--- config.mk ---
export PLATFORM = sky130hd
export DESIGN_NAME = scf_status_flags
export DESIGN_NICKNAME = d
export VERILOG_FILES = /design/src/scf_pkg.sv /design/src/scf_status_flags.sv
export SDC_FILE = /design/constraint.sdc
export NUM_CORES = 1
export LEC_CHECK = 0
export BUFFER_PORTS_ARGS = -buffer_cell sky130_fd_sc_hd__buf_2
export CAP_MARGIN = 0
export CORE_MARGIN = 8
export CORE_UTILIZATION = 38
export CTS_BUF_LIST = sky130_fd_sc_hd__clkbuf_4 sky130_fd_sc_hd__clkbuf_8
export DETAILED_ROUTE_END_ITERATION = 12
export HOLD_SLACK_MARGIN = 0.06
export SLEW_MARGIN = 20
export SYNTH_ARGS = -nofsm -noshare
export SYNTH_HDL_FRONTEND = slang
export SYNTH_SLANG_ARGS = --single-unit
--- constraint.sdc ---
create_clock -name clk_i -period 3.4 [get_ports clk_i]
set_clock_uncertainty 0.15 [all_clocks]
set_input_delay 0.17 -clock clk_i [delete_from_list [all_inputs] [get_ports clk_i]]
set_output_delay 0.17 -clock clk_i [all_outputs]
set_load 0.005 [all_outputs]
--- src/scf_pkg.sv ---
// Purpose: Shared constants and types for the serial status flag block
// Assumes: 8-bit register bus, flags and control on one clock
// Notes:   Offsets are byte addresses on the plain register port
//
// Behaviour
// - Buffer-empty flag sets at reset and when a word enters the shifter.
// - Buffer-empty clears by status read seeing it set, then data write.
// - Done flag sets at reset and when buffer empty and nothing shifts.
// - Done clears by status read, then data write, enable rise or break.
// - Buffer-full flag sets when a character enters the data register.
// - Buffer-full clears by status read seeing it set, then data read.
// - Idle flag sets after 10 high bit times, 11 in nine-bit mode.
// - Idle select 0: counting starts right after the start bit.
// - Idle select 1: counting starts only after the stop bit.
// - Idle clears by status read and data read; rearms only after new character.
// - Overrun sets when a character arrives unread; new character is dropped.
// - Overrun clears by status read seeing it set, then data read.
// - Seven start samples, three per bit; disagreement sets noise flag.
// - Noise flag clears by status read, then data read.
// - Stop bit sampled low sets stop-bit error with buffer-full.
// - Stop-bit error clears by status read seeing it set, then data read.
// - Parity mismatch sets parity error with buffer-full when enabled.
// - Parity error clears by status read, then data read.
// - Status register is read-only; writes do nothing.
// - Parity uses the character MSB; select 0 even, 1 odd.

package scf_pkg;

   // ****************************************************
   // Register map
   // ****************************************************
   localparam int unsigned SCF_ADDR_W        = 8;
   localparam logic [7:0]  SCF_OFS_CTRL_ONE  = 8'h00;
   localparam logic [7:0]  SCF_OFS_CTRL_TWO  = 8'h01;
   localparam logic [7:0]  SCF_OFS_STATUS    = 8'h02;
   localparam logic [7:0]  SCF_OFS_DATA      = 8'h03;

   // ****************************************************
   // Field positions
   // ****************************************************
   localparam int unsigned SCF_POS_TX_BUFFER_EMPTY = 7;
   localparam int unsigned SCF_POS_TX_DONE         = 6;
   localparam int unsigned SCF_POS_RX_BUFFER_FULL  = 5;
   localparam int unsigned SCF_POS_IDLE            = 4;
   localparam int unsigned SCF_POS_OVERRUN         = 3;
   localparam int unsigned SCF_POS_NOISE_SEEN      = 2;
   localparam int unsigned SCF_POS_STOP_BIT_ERROR  = 1;
   localparam int unsigned SCF_POS_PARITY_ERROR    = 0;
   localparam int unsigned SCF_POS_NINE_BIT_MODE   = 4;
   localparam int unsigned SCF_POS_IDLE_COUNT_SEL  = 2;
   localparam int unsigned SCF_POS_PARITY_ON       = 1;
   localparam int unsigned SCF_POS_PARITY_ODD      = 0;
   localparam int unsigned SCF_POS_TX_ON           = 3;
   localparam int unsigned SCF_POS_BREAK_QUEUE     = 0;

   // ****************************************************
   // Reset values and counts
   // ****************************************************
   localparam logic [7:0]  SCF_STATUS_RST    = 8'hC0;
   localparam logic [7:0]  SCF_CTRL_ONE_MASK = 8'h17;
   localparam logic [7:0]  SCF_CTRL_RST      = 8'h00;
   localparam logic [3:0]  SCF_IDLE_BITS     = 4'hA;
   localparam logic [3:0]  SCF_IDLE_BITS_M   = 4'hB;
   localparam int unsigned SCF_START_SAMPLES = 7;
   localparam int unsigned SCF_BIT_SAMPLES   = 3;

   typedef enum logic [1:0]
   {
      SCF_BIT_IDLE  = 2'b00,
      SCF_BIT_START = 2'b01,
      SCF_BIT_DATA  = 2'b11,
      SCF_BIT_STOP  = 2'b10
   } scf_bit_kind_type;

   typedef struct packed
   {
      scf_bit_kind_type kind;
      logic [6:0]       samples;
   } scf_rx_bit_type;

   typedef struct packed
   {
      logic [SCF_ADDR_W-1:0] addr;
      logic [7:0]            wdata;
      logic                  wr;
      logic                  rd;
   } scf_bus_req_type;

endpackage : scf_pkg

--- src/scf_status_flags.sv ---
// Purpose: Status flags of an asynchronous serial port and their clear sequences
// Assumes: Shifters and baud logic on the same clock report events to this block
// Notes:   Each flag clears only after a status read saw it set, then the data access, or for done an enable rise or break
//
// Our own choices: the address map and strobed register access.

`timescale 1ns/10ps

module scf_status_flags #(
   parameter int unsigned IDLE_CNT_W = 4
) (
   input  wire logic                     clk_i,            // 20 MHz clock
   input  wire logic                     rst_b_i,          // Async reset, active low
   input  wire logic                     ce_i,             // Clock enable, freezes all state
   input  wire scf_pkg::scf_bus_req_type bus_i,            // Register request
   output logic [7:0]                    rd_data_o,        // Read data, cycle after strobe
   input  wire logic                     tx_load_i,        // Buffer word moved into shifter
   input  wire logic                     tx_busy_i,        // Data, preamble or break shifting
   input  wire logic                     rx_bit_valid_i,   // One bit time finished
   input  wire scf_pkg::scf_rx_bit_type  rx_bit_i,         // Kind and samples of that bit
   output logic [7:0]                    tx_data_o,        // Transmit buffer word
   output logic                          tx_buffer_empty_o,// Buffer free for a new word
   output logic                          tx_on_o,          // Transmitter enable
   output logic                          break_queue_o,    // Break queue request
   output logic                          preamble_req_o,   // Pulse: enable rose, queue preamble
   output logic [7:0]                    rx_data_o,        // Receive data register
   output logic                          rx_ninth_o        // Ninth received bit
);

   // ****************************************************
   // Parameter check
   // ****************************************************
   if (IDLE_CNT_W < 4)
   begin : g_bad_width
      $error("IDLE_CNT_W must hold a count of eleven");
   end

   // ****************************************************
   // Register decode
   // ****************************************************
   logic                  stat_rd;
   logic                  data_rd;
   logic                  data_wr;
   logic                  ctl1_wr;
   logic                  ctl2_wr;
   logic                  te_rise;
   logic                  brk_wr;
   logic [7:0]            ctrl_one;
   logic [7:0]            flag;
   logic [7:0]            arm;
   logic [7:0]            set_v;
   logic [7:0]            done_v;
   logic [7:0]            clr_v;
   logic [7:0]            next_rd_data;

   assign stat_rd = bus_i.rd && (bus_i.addr == scf_pkg::SCF_OFS_STATUS);
   assign data_rd = bus_i.rd && (bus_i.addr == scf_pkg::SCF_OFS_DATA);
   assign data_wr = bus_i.wr && (bus_i.addr == scf_pkg::SCF_OFS_DATA);
   assign ctl1_wr = bus_i.wr && (bus_i.addr == scf_pkg::SCF_OFS_CTRL_ONE);
   assign ctl2_wr = bus_i.wr && (bus_i.addr == scf_pkg::SCF_OFS_CTRL_TWO);
   assign te_rise = ctl2_wr && bus_i.wdata[scf_pkg::SCF_POS_TX_ON] && !tx_on_o;
   assign brk_wr  = ctl2_wr && bus_i.wdata[scf_pkg::SCF_POS_BREAK_QUEUE];

   always_comb
   begin
      next_rd_data = 8'h00;
      unique case (bus_i.addr)
         scf_pkg::SCF_OFS_CTRL_ONE: next_rd_data = ctrl_one;
         scf_pkg::SCF_OFS_CTRL_TWO:
         begin
            next_rd_data[scf_pkg::SCF_POS_TX_ON]       = tx_on_o;
            next_rd_data[scf_pkg::SCF_POS_BREAK_QUEUE] = break_queue_o;
         end
         scf_pkg::SCF_OFS_STATUS:   next_rd_data = flag;
         scf_pkg::SCF_OFS_DATA:     next_rd_data = rx_data_o;
         default:                   next_rd_data = 8'h00;
      endcase
   end

   always_ff @(posedge clk_i or negedge rst_b_i)
   begin
      if (!rst_b_i)
         rd_data_o <= 8'h00;
      else if (ce_i && bus_i.rd)
         rd_data_o <= next_rd_data;
   end

   // ****************************************************
   // Control registers
   // ****************************************************
   always_ff @(posedge clk_i or negedge rst_b_i)
   begin
      if (!rst_b_i)
         ctrl_one <= scf_pkg::SCF_CTRL_RST;
      else if (ce_i && ctl1_wr)
         ctrl_one <= bus_i.wdata & scf_pkg::SCF_CTRL_ONE_MASK;
   end

   always_ff @(posedge clk_i or negedge rst_b_i)
   begin
      if (!rst_b_i)
      begin
         tx_on_o        <= 1'b0;
         break_queue_o  <= 1'b0;
         preamble_req_o <= 1'b0;
      end
      else if (ce_i)
      begin
         preamble_req_o <= te_rise;
         if (ctl2_wr)
         begin
            tx_on_o       <= bus_i.wdata[scf_pkg::SCF_POS_TX_ON];
            break_queue_o <= bus_i.wdata[scf_pkg::SCF_POS_BREAK_QUEUE];
         end
      end
   end

   always_ff @(posedge clk_i or negedge rst_b_i)
   begin
      if (!rst_b_i)
         tx_data_o <= 8'h00;
      else if (ce_i && data_wr)
         tx_data_o <= bus_i.wdata;
   end

   // ****************************************************
   // Receive bit evaluation
   // ****************************************************
   function automatic logic scf_maj3(input logic [2:0] s);
      return (s[0] & s[1]) | (s[0] & s[2]) | (s[1] & s[2]);
   endfunction : scf_maj3

   logic                  start_tick;
   logic                  data_tick;
   logic                  stop_tick;
   logic                  idle_tick;
   logic                  bit_level;
   logic                  bit_noisy;
   logic                  noise_acc;
   logic                  parity_acc;
   logic [8:0]            shreg;
   logic                  frame_noise;
   logic                  stop_bad;
   logic                  parity_bad;
   logic                  char_load;
   logic                  overrun_set;
   logic [6:0]            start_s;
   logic [2:0]            bit_s;

   assign start_s    = rx_bit_i.samples[scf_pkg::SCF_START_SAMPLES-1:0];
   assign bit_s      = rx_bit_i.samples[scf_pkg::SCF_BIT_SAMPLES-1:0];
   assign start_tick = rx_bit_valid_i && (rx_bit_i.kind == scf_pkg::SCF_BIT_START);
   assign data_tick  = rx_bit_valid_i && (rx_bit_i.kind == scf_pkg::SCF_BIT_DATA);
   assign stop_tick  = rx_bit_valid_i && (rx_bit_i.kind == scf_pkg::SCF_BIT_STOP);
   assign idle_tick  = rx_bit_valid_i && (rx_bit_i.kind == scf_pkg::SCF_BIT_IDLE);
   assign bit_level  = scf_maj3(bit_s);
   // Any disagreeing sample within one bit time
   assign bit_noisy  = (rx_bit_i.kind == scf_pkg::SCF_BIT_START) ?
                       !((&start_s) || !(|start_s)) : !((&bit_s) || !(|bit_s));
   assign frame_noise = noise_acc || bit_noisy;
   assign stop_bad    = !bit_level;
   // MSB of the character is the parity bit and is already in the sum
   assign parity_bad  = ctrl_one[scf_pkg::SCF_POS_PARITY_ON] &&
                        (parity_acc ^ ctrl_one[scf_pkg::SCF_POS_PARITY_ODD]);

   always_ff @(posedge clk_i or negedge rst_b_i)
   begin
      if (!rst_b_i)
      begin
         noise_acc  <= 1'b0;
         parity_acc <= 1'b0;
         shreg      <= 9'h000;
      end
      else if (ce_i)
      begin
         if (start_tick)
         begin
            noise_acc  <= bit_noisy;
            parity_acc <= 1'b0;
            shreg      <= 9'h000;
         end
         else if (data_tick)
         begin
            noise_acc  <= frame_noise;
            parity_acc <= parity_acc ^ bit_level;
            shreg      <= {bit_level, shreg[8:1]};
         end
      end
   end

   // Unread character blocks the transfer; the new one is dropped
   assign char_load   = stop_tick && !(flag[scf_pkg::SCF_POS_RX_BUFFER_FULL] &&
                        !clr_v[scf_pkg::SCF_POS_RX_BUFFER_FULL]);
   assign overrun_set = stop_tick && !char_load;

   always_ff @(posedge clk_i or negedge rst_b_i)
   begin
      if (!rst_b_i)
      begin
         rx_data_o  <= 8'h00;
         rx_ninth_o <= 1'b0;
      end
      else if (ce_i && char_load)
      begin
         rx_data_o  <= ctrl_one[scf_pkg::SCF_POS_NINE_BIT_MODE] ? shreg[7:0] : shreg[8:1];
         rx_ninth_o <= ctrl_one[scf_pkg::SCF_POS_NINE_BIT_MODE] & shreg[8];
      end
   end

   // ****************************************************
   // Idle line detection
   // ****************************************************
   logic [IDLE_CNT_W-1:0] idle_cnt;
   logic [IDLE_CNT_W-1:0] idle_thr;
   logic [IDLE_CNT_W-1:0] cnt_up;
   logic                  count_on;
   logic                  idle_allow;
   logic                  idle_set;

   assign idle_thr = ctrl_one[scf_pkg::SCF_POS_NINE_BIT_MODE] ?
                     IDLE_CNT_W'(scf_pkg::SCF_IDLE_BITS_M) : IDLE_CNT_W'(scf_pkg::SCF_IDLE_BITS);
   assign cnt_up   = (idle_cnt < idle_thr) ? idle_cnt + 1'b1 : idle_cnt;
   assign idle_set = idle_allow && (idle_cnt >= idle_thr);

   always_ff @(posedge clk_i or negedge rst_b_i)
   begin
      if (!rst_b_i)
      begin
         idle_cnt <= '0;
         count_on <= 1'b0;
      end
      else if (ce_i)
      begin
         if (start_tick)
         begin
            idle_cnt <= '0;
            count_on <= !ctrl_one[scf_pkg::SCF_POS_IDLE_COUNT_SEL];
         end
         else if (stop_tick && ctrl_one[scf_pkg::SCF_POS_IDLE_COUNT_SEL])
         begin
            idle_cnt <= '0;
            count_on <= 1'b1;
         end
         else if ((data_tick || stop_tick || idle_tick) && count_on)
            idle_cnt <= bit_level ? cnt_up : '0;
      end
   end

   // Rearmed only by a new character, so idle sets once per gap
   always_ff @(posedge clk_i or negedge rst_b_i)
   begin
      if (!rst_b_i)
         idle_allow <= 1'b0;
      else if (ce_i)
      begin
         if (char_load)
            idle_allow <= 1'b1;
         else if (idle_set)
            idle_allow <= 1'b0;
      end
   end

   // ****************************************************
   // Flag set and clear
   // ****************************************************
   logic                  tc_cond;
   logic                  tc_cond_q;

   assign tc_cond = flag[scf_pkg::SCF_POS_TX_BUFFER_EMPTY] && !tx_busy_i;

   always_ff @(posedge clk_i or negedge rst_b_i)
   begin
      if (!rst_b_i)
         tc_cond_q <= 1'b1;
      else if (ce_i)
         tc_cond_q <= tc_cond;
   end

   always_comb
   begin
      set_v = 8'h00;
      set_v[scf_pkg::SCF_POS_TX_BUFFER_EMPTY] = tx_load_i;
      set_v[scf_pkg::SCF_POS_TX_DONE]         = tc_cond && !tc_cond_q;
      set_v[scf_pkg::SCF_POS_RX_BUFFER_FULL]  = char_load;
      set_v[scf_pkg::SCF_POS_IDLE]            = idle_set;
      set_v[scf_pkg::SCF_POS_OVERRUN]         = overrun_set;
      set_v[scf_pkg::SCF_POS_NOISE_SEEN]      = char_load && frame_noise;
      set_v[scf_pkg::SCF_POS_STOP_BIT_ERROR]  = char_load && stop_bad;
      set_v[scf_pkg::SCF_POS_PARITY_ERROR]    = char_load && parity_bad;
   end

   always_comb
   begin
      done_v = {8{data_rd}};
      done_v[scf_pkg::SCF_POS_TX_BUFFER_EMPTY] = data_wr;
      done_v[scf_pkg::SCF_POS_TX_DONE]         = data_wr || te_rise || brk_wr;
   end

   assign clr_v = arm & done_v;

   // Set beats clear; a set after the status read disarms the clear
   for (genvar i = 0; i < 8; i++)
   begin : g_flag
      always_ff @(posedge clk_i or negedge rst_b_i)
      begin
         if (!rst_b_i)
         begin
            flag[i] <= scf_pkg::SCF_STATUS_RST[i];
            arm[i]  <= 1'b0;
         end
         else if (ce_i)
         begin
            if (set_v[i])
               flag[i] <= 1'b1;
            else if (clr_v[i])
               flag[i] <= 1'b0;
            if (set_v[i] || clr_v[i])
               arm[i] <= 1'b0;
            else if (stat_rd && flag[i])
               arm[i] <= 1'b1;
         end
      end
   end

   // Status writes reach no logic: read-only
   always_ff @(posedge clk_i or negedge rst_b_i)
   begin
      if (!rst_b_i)
         tx_buffer_empty_o <= 1'b1;
      else if (ce_i)
         tx_buffer_empty_o <= set_v[scf_pkg::SCF_POS_TX_BUFFER_EMPTY] ||
            (flag[scf_pkg::SCF_POS_TX_BUFFER_EMPTY] && !clr_v[scf_pkg::SCF_POS_TX_BUFFER_EMPTY]);
   end
endmodule : scf_status_flags

==> impl_metrics.ini <==
[grt]
met2_usage = 0.2361
grt_usage = 0.1470
grtUsageMet1 = 0.1818
grt_pass1_wl_um = 13460
first_global_vias = 2669
grtUsageMet3 = 0.03664
busiest_layer = met2
antenna_found_initial = 0
grt_max_degree = 35
overflow = 0

[clock_tree]
path_clk_slew_ns = 0.07
clock-sinks = 67
cts_root_buf = clkbuf_8
postCtsSetupBuffers = 0
worstSkewPairLatency_ns = 0.34
cts_made_buffers = 9
clock_path_buffers = 2
cts_tree = yes
htree_levels = 3

[floorplanning]
start_util = 0.3857
die_area_mm2 = 0.01192
fp.dieH_um = 109.2
die_x_um = 109.2
rows = 34
coreArea_mm2 = 0.008551
io_pins = 62

[power_and_ir_drop]
peakVddDrop_mv = 0.1749
powerDensity_mw_per_mm2 = 452.1
p_leak_nw = 1.966
p_total_w = 0.001839

[critical_path]
r2r_slack_ns = 1.34
rr_worst_depth = 5
slowest_stage = dlygate4sd3_1
critPathLaunchType = primary input
r2r-start = ctrl_one[4]$_DFFE_PN0P_
endpoint = noise_acc$_DFFE_PN0P_
crit_fanout = 17
path_cells = dlygate4sd3_1 -> buf_2 -> nor2b_1 -> a2111oi_0 -> dlygate4sd3_1 -> o31ai_1
worstPathBufferInverterCount = 3
path_delay_family = buffers and inverters
crit_top_cell = dlygate4sd3_1
startpoint = rx_bit_i[8]
path_depth = 6
critPathRequiredTime_ns = 3.45
r2r-end = idle_cnt[2]$_DFFE_PN0P_
cp-end-kind = flop
path_class = in -> reg
max_stage_delay_ns = 0.63
critical_path_arrival_ns = 2.33

[final_layout]
layout.nets = 417
syn_to_final_growth_pct = 23.33
drive_above_1_share = 0.3316
diodes = 0
fin_util = 0.4757
final_area_mm2 = 0.004068
fill_cells = 805

[synth]
ys_seq_area_frac = 0.5099
synth_nets = 340
yosysTopAreaCell = dfrtp_1
yosys.cell_types.count = 56
synthTopCellsByArea = dfrtp_1, mux2_2, nand2_1, o21ai_0, dfstp_2
synth_most_common_cell = dfrtp_1
synth_warnings = 0
netlist_top_cells_count = dfrtp_1, nand2_1, mux2_2
synth-edff-count = 0
ys.flop_type = dfrtp_1
synth_area_per_cell_um2 = 10.81
synth_cells = 305
ys_seq_elements = 67
synth_area_mm2 = 0.003298
async_reset_ff_frac = 1.000
yosysTopAreaCellShare = 0.4780

[route]
vias = 2595
drt-initial-drc-count = 91
via_per_inst = 5.253
post-route-drc-count = 0
routedWlPerCell_um = 16.86
postRouteAntennaNets = 0
dr.pass1.iters = 5
wl_um = 8331

[sta]
slew_headroom = 0.3235
tightest_slew_ns = 1.005
whs_ns = 0.09280
clock.fmax_mhz = 439.2
fin_crit_sh = 0.6697
fin_crit_ns = 2.277
rsz0062_at_grt = false
final.setup.tns_ns = 0
drv_slew = 0
setup_violations = 0
hold_viol_final = 0

[placed_design]
port_buffers = 61
gp_congestion = 0.7750
dp_hpwl_um = 6166
placed_cell_area_mm2 = 0.003706

[flow_run]
maxCapViolCount = 0

[min_path]
hold_path.class = in -> reg

[status]
status = finished, final reports clean
==> per-stage QoR <==
step	std cells	setup slack (ns)
5_1_grt	494	0.9873
2_1_floorplan	305	1.276
6_report	494	1.123
3_3_place_gp	463	1.007
3_5_place_dp	463	0.9818
4_1_cts	494	1.165
==> worst reg2reg max path: cells and delay by family (launching register included) <==
kind,cells,cell delay [ns]
flip-flops,1,0.64
adder cells (fa/ha/maj),1,0.25
AND/OR/NAND/NOR,2,0.55
AO/OA/AOI/OAI,2,0.36
==> per-layer routing <==
metal | up-vias | part of all wire
met5 | - | 0
met4 | 0 | 0.014
met3 | 7 | 0.058
met2 | 67 | 0.48
met1 | 1245 | 0.45
li1 | 1276 | -
==> report_power, final <==
group / leakage, nW / switching (W) / total (W) / internal (W)
clock: 0.106 / 0.000298 / 0.000688 / 0.000391
sequential: 0.882 / 0.0000603 / 0.000913 / 0.000853
combinational: 0.978 / 0.000121 / 0.000237 / 0.000117
total: 1.97 / 0.000479 / 0.00184 / 0.00136
==> registers in the layout, summed over array words and instances, names as in the netlist, 4 cells and up <==
| name | cells |
|---|---|
| shreg | 9 |
| tx_data_o | 8 |
| rd_data_o | 8 |
| flag | 8 |
| rx_data_o | 8 |
| idle_cnt | 4 |
| ctrl_one | 4 |
| arm | 8 |
==> cell families after synthesis <==
kind of cell,Yosys count,synth area share
simple gates,97,0.1574
compound gates,71,0.1464
flops,67,0.5099
mux,40,0.1400
buf+inv,26,0.03301
fa+ha+maj,3,0.01062
xor+xnor,1,0.002656
==> layout make-up <==
type | count | area [µm²] | area share
Sequential cell | 67 | 1682 | 0.4134
Clock buffer | 13 | 166.4 | 0.04091
Clock inverter | 2 | 35.03 | 0.008613
Inverter | 13 | 48.80 | 0.01200
Timing Repair Buffer | 79 | 493.0 | 0.1212
Multi-Input combinational cell | 212 | 1508 | 0.3707
Tap cell | 108 | 135.1 | 0.03322
==> repair_timing <==
action,CTS,global route
setup endpoints to repair,0,0
hold buffers,16,0
endpoints found under the hold margin,59,0
gates resized for setup,0,0
==> worst min-delay path by stage <==
| stage | startpoint | to | cells past startpoint |
|---|---|---|---|
| after floorplan | rst_b_i | arm[0]$_DFFE_PN0P_ | 0 |
| after global placement | rst_b_i | shreg[1]$_DFFE_PN0P_ | 1 |
| after detailed placement | rst_b_i | shreg[1]$_DFFE_PN0P_ | 1 |
| after CTS | bus_i[0] | arm[3]$_DFFE_PN0P_ | 3 |
| after global routing | bus_i[0] | arm[3]$_DFFE_PN0P_ | 3 |
| final | bus_i[0] | arm[3]$_DFFE_PN0P_ | 3 |
==> cell usage in the layout, fill, tap and decap left out, drive strengths merged, types with 4 or more instances in the layout <==
cell         netlist  layout
nand2b             4       4
dlygate4sd3        0      16
dfstp              4       4
a21oi             11      11
inv               13      13
buf                2      63
nand4              5       5
nand2             43      43
a22o               4       4
nand3              6       6
o21ai             23      23
nor2              11      11
nand3b             4       4
mux2i              6       6
clkbuf            11      13
mux2              33      33
nor3               4       4
or4                4       4
dfrtp             63      63
Power figures use the tool's default switching activity.
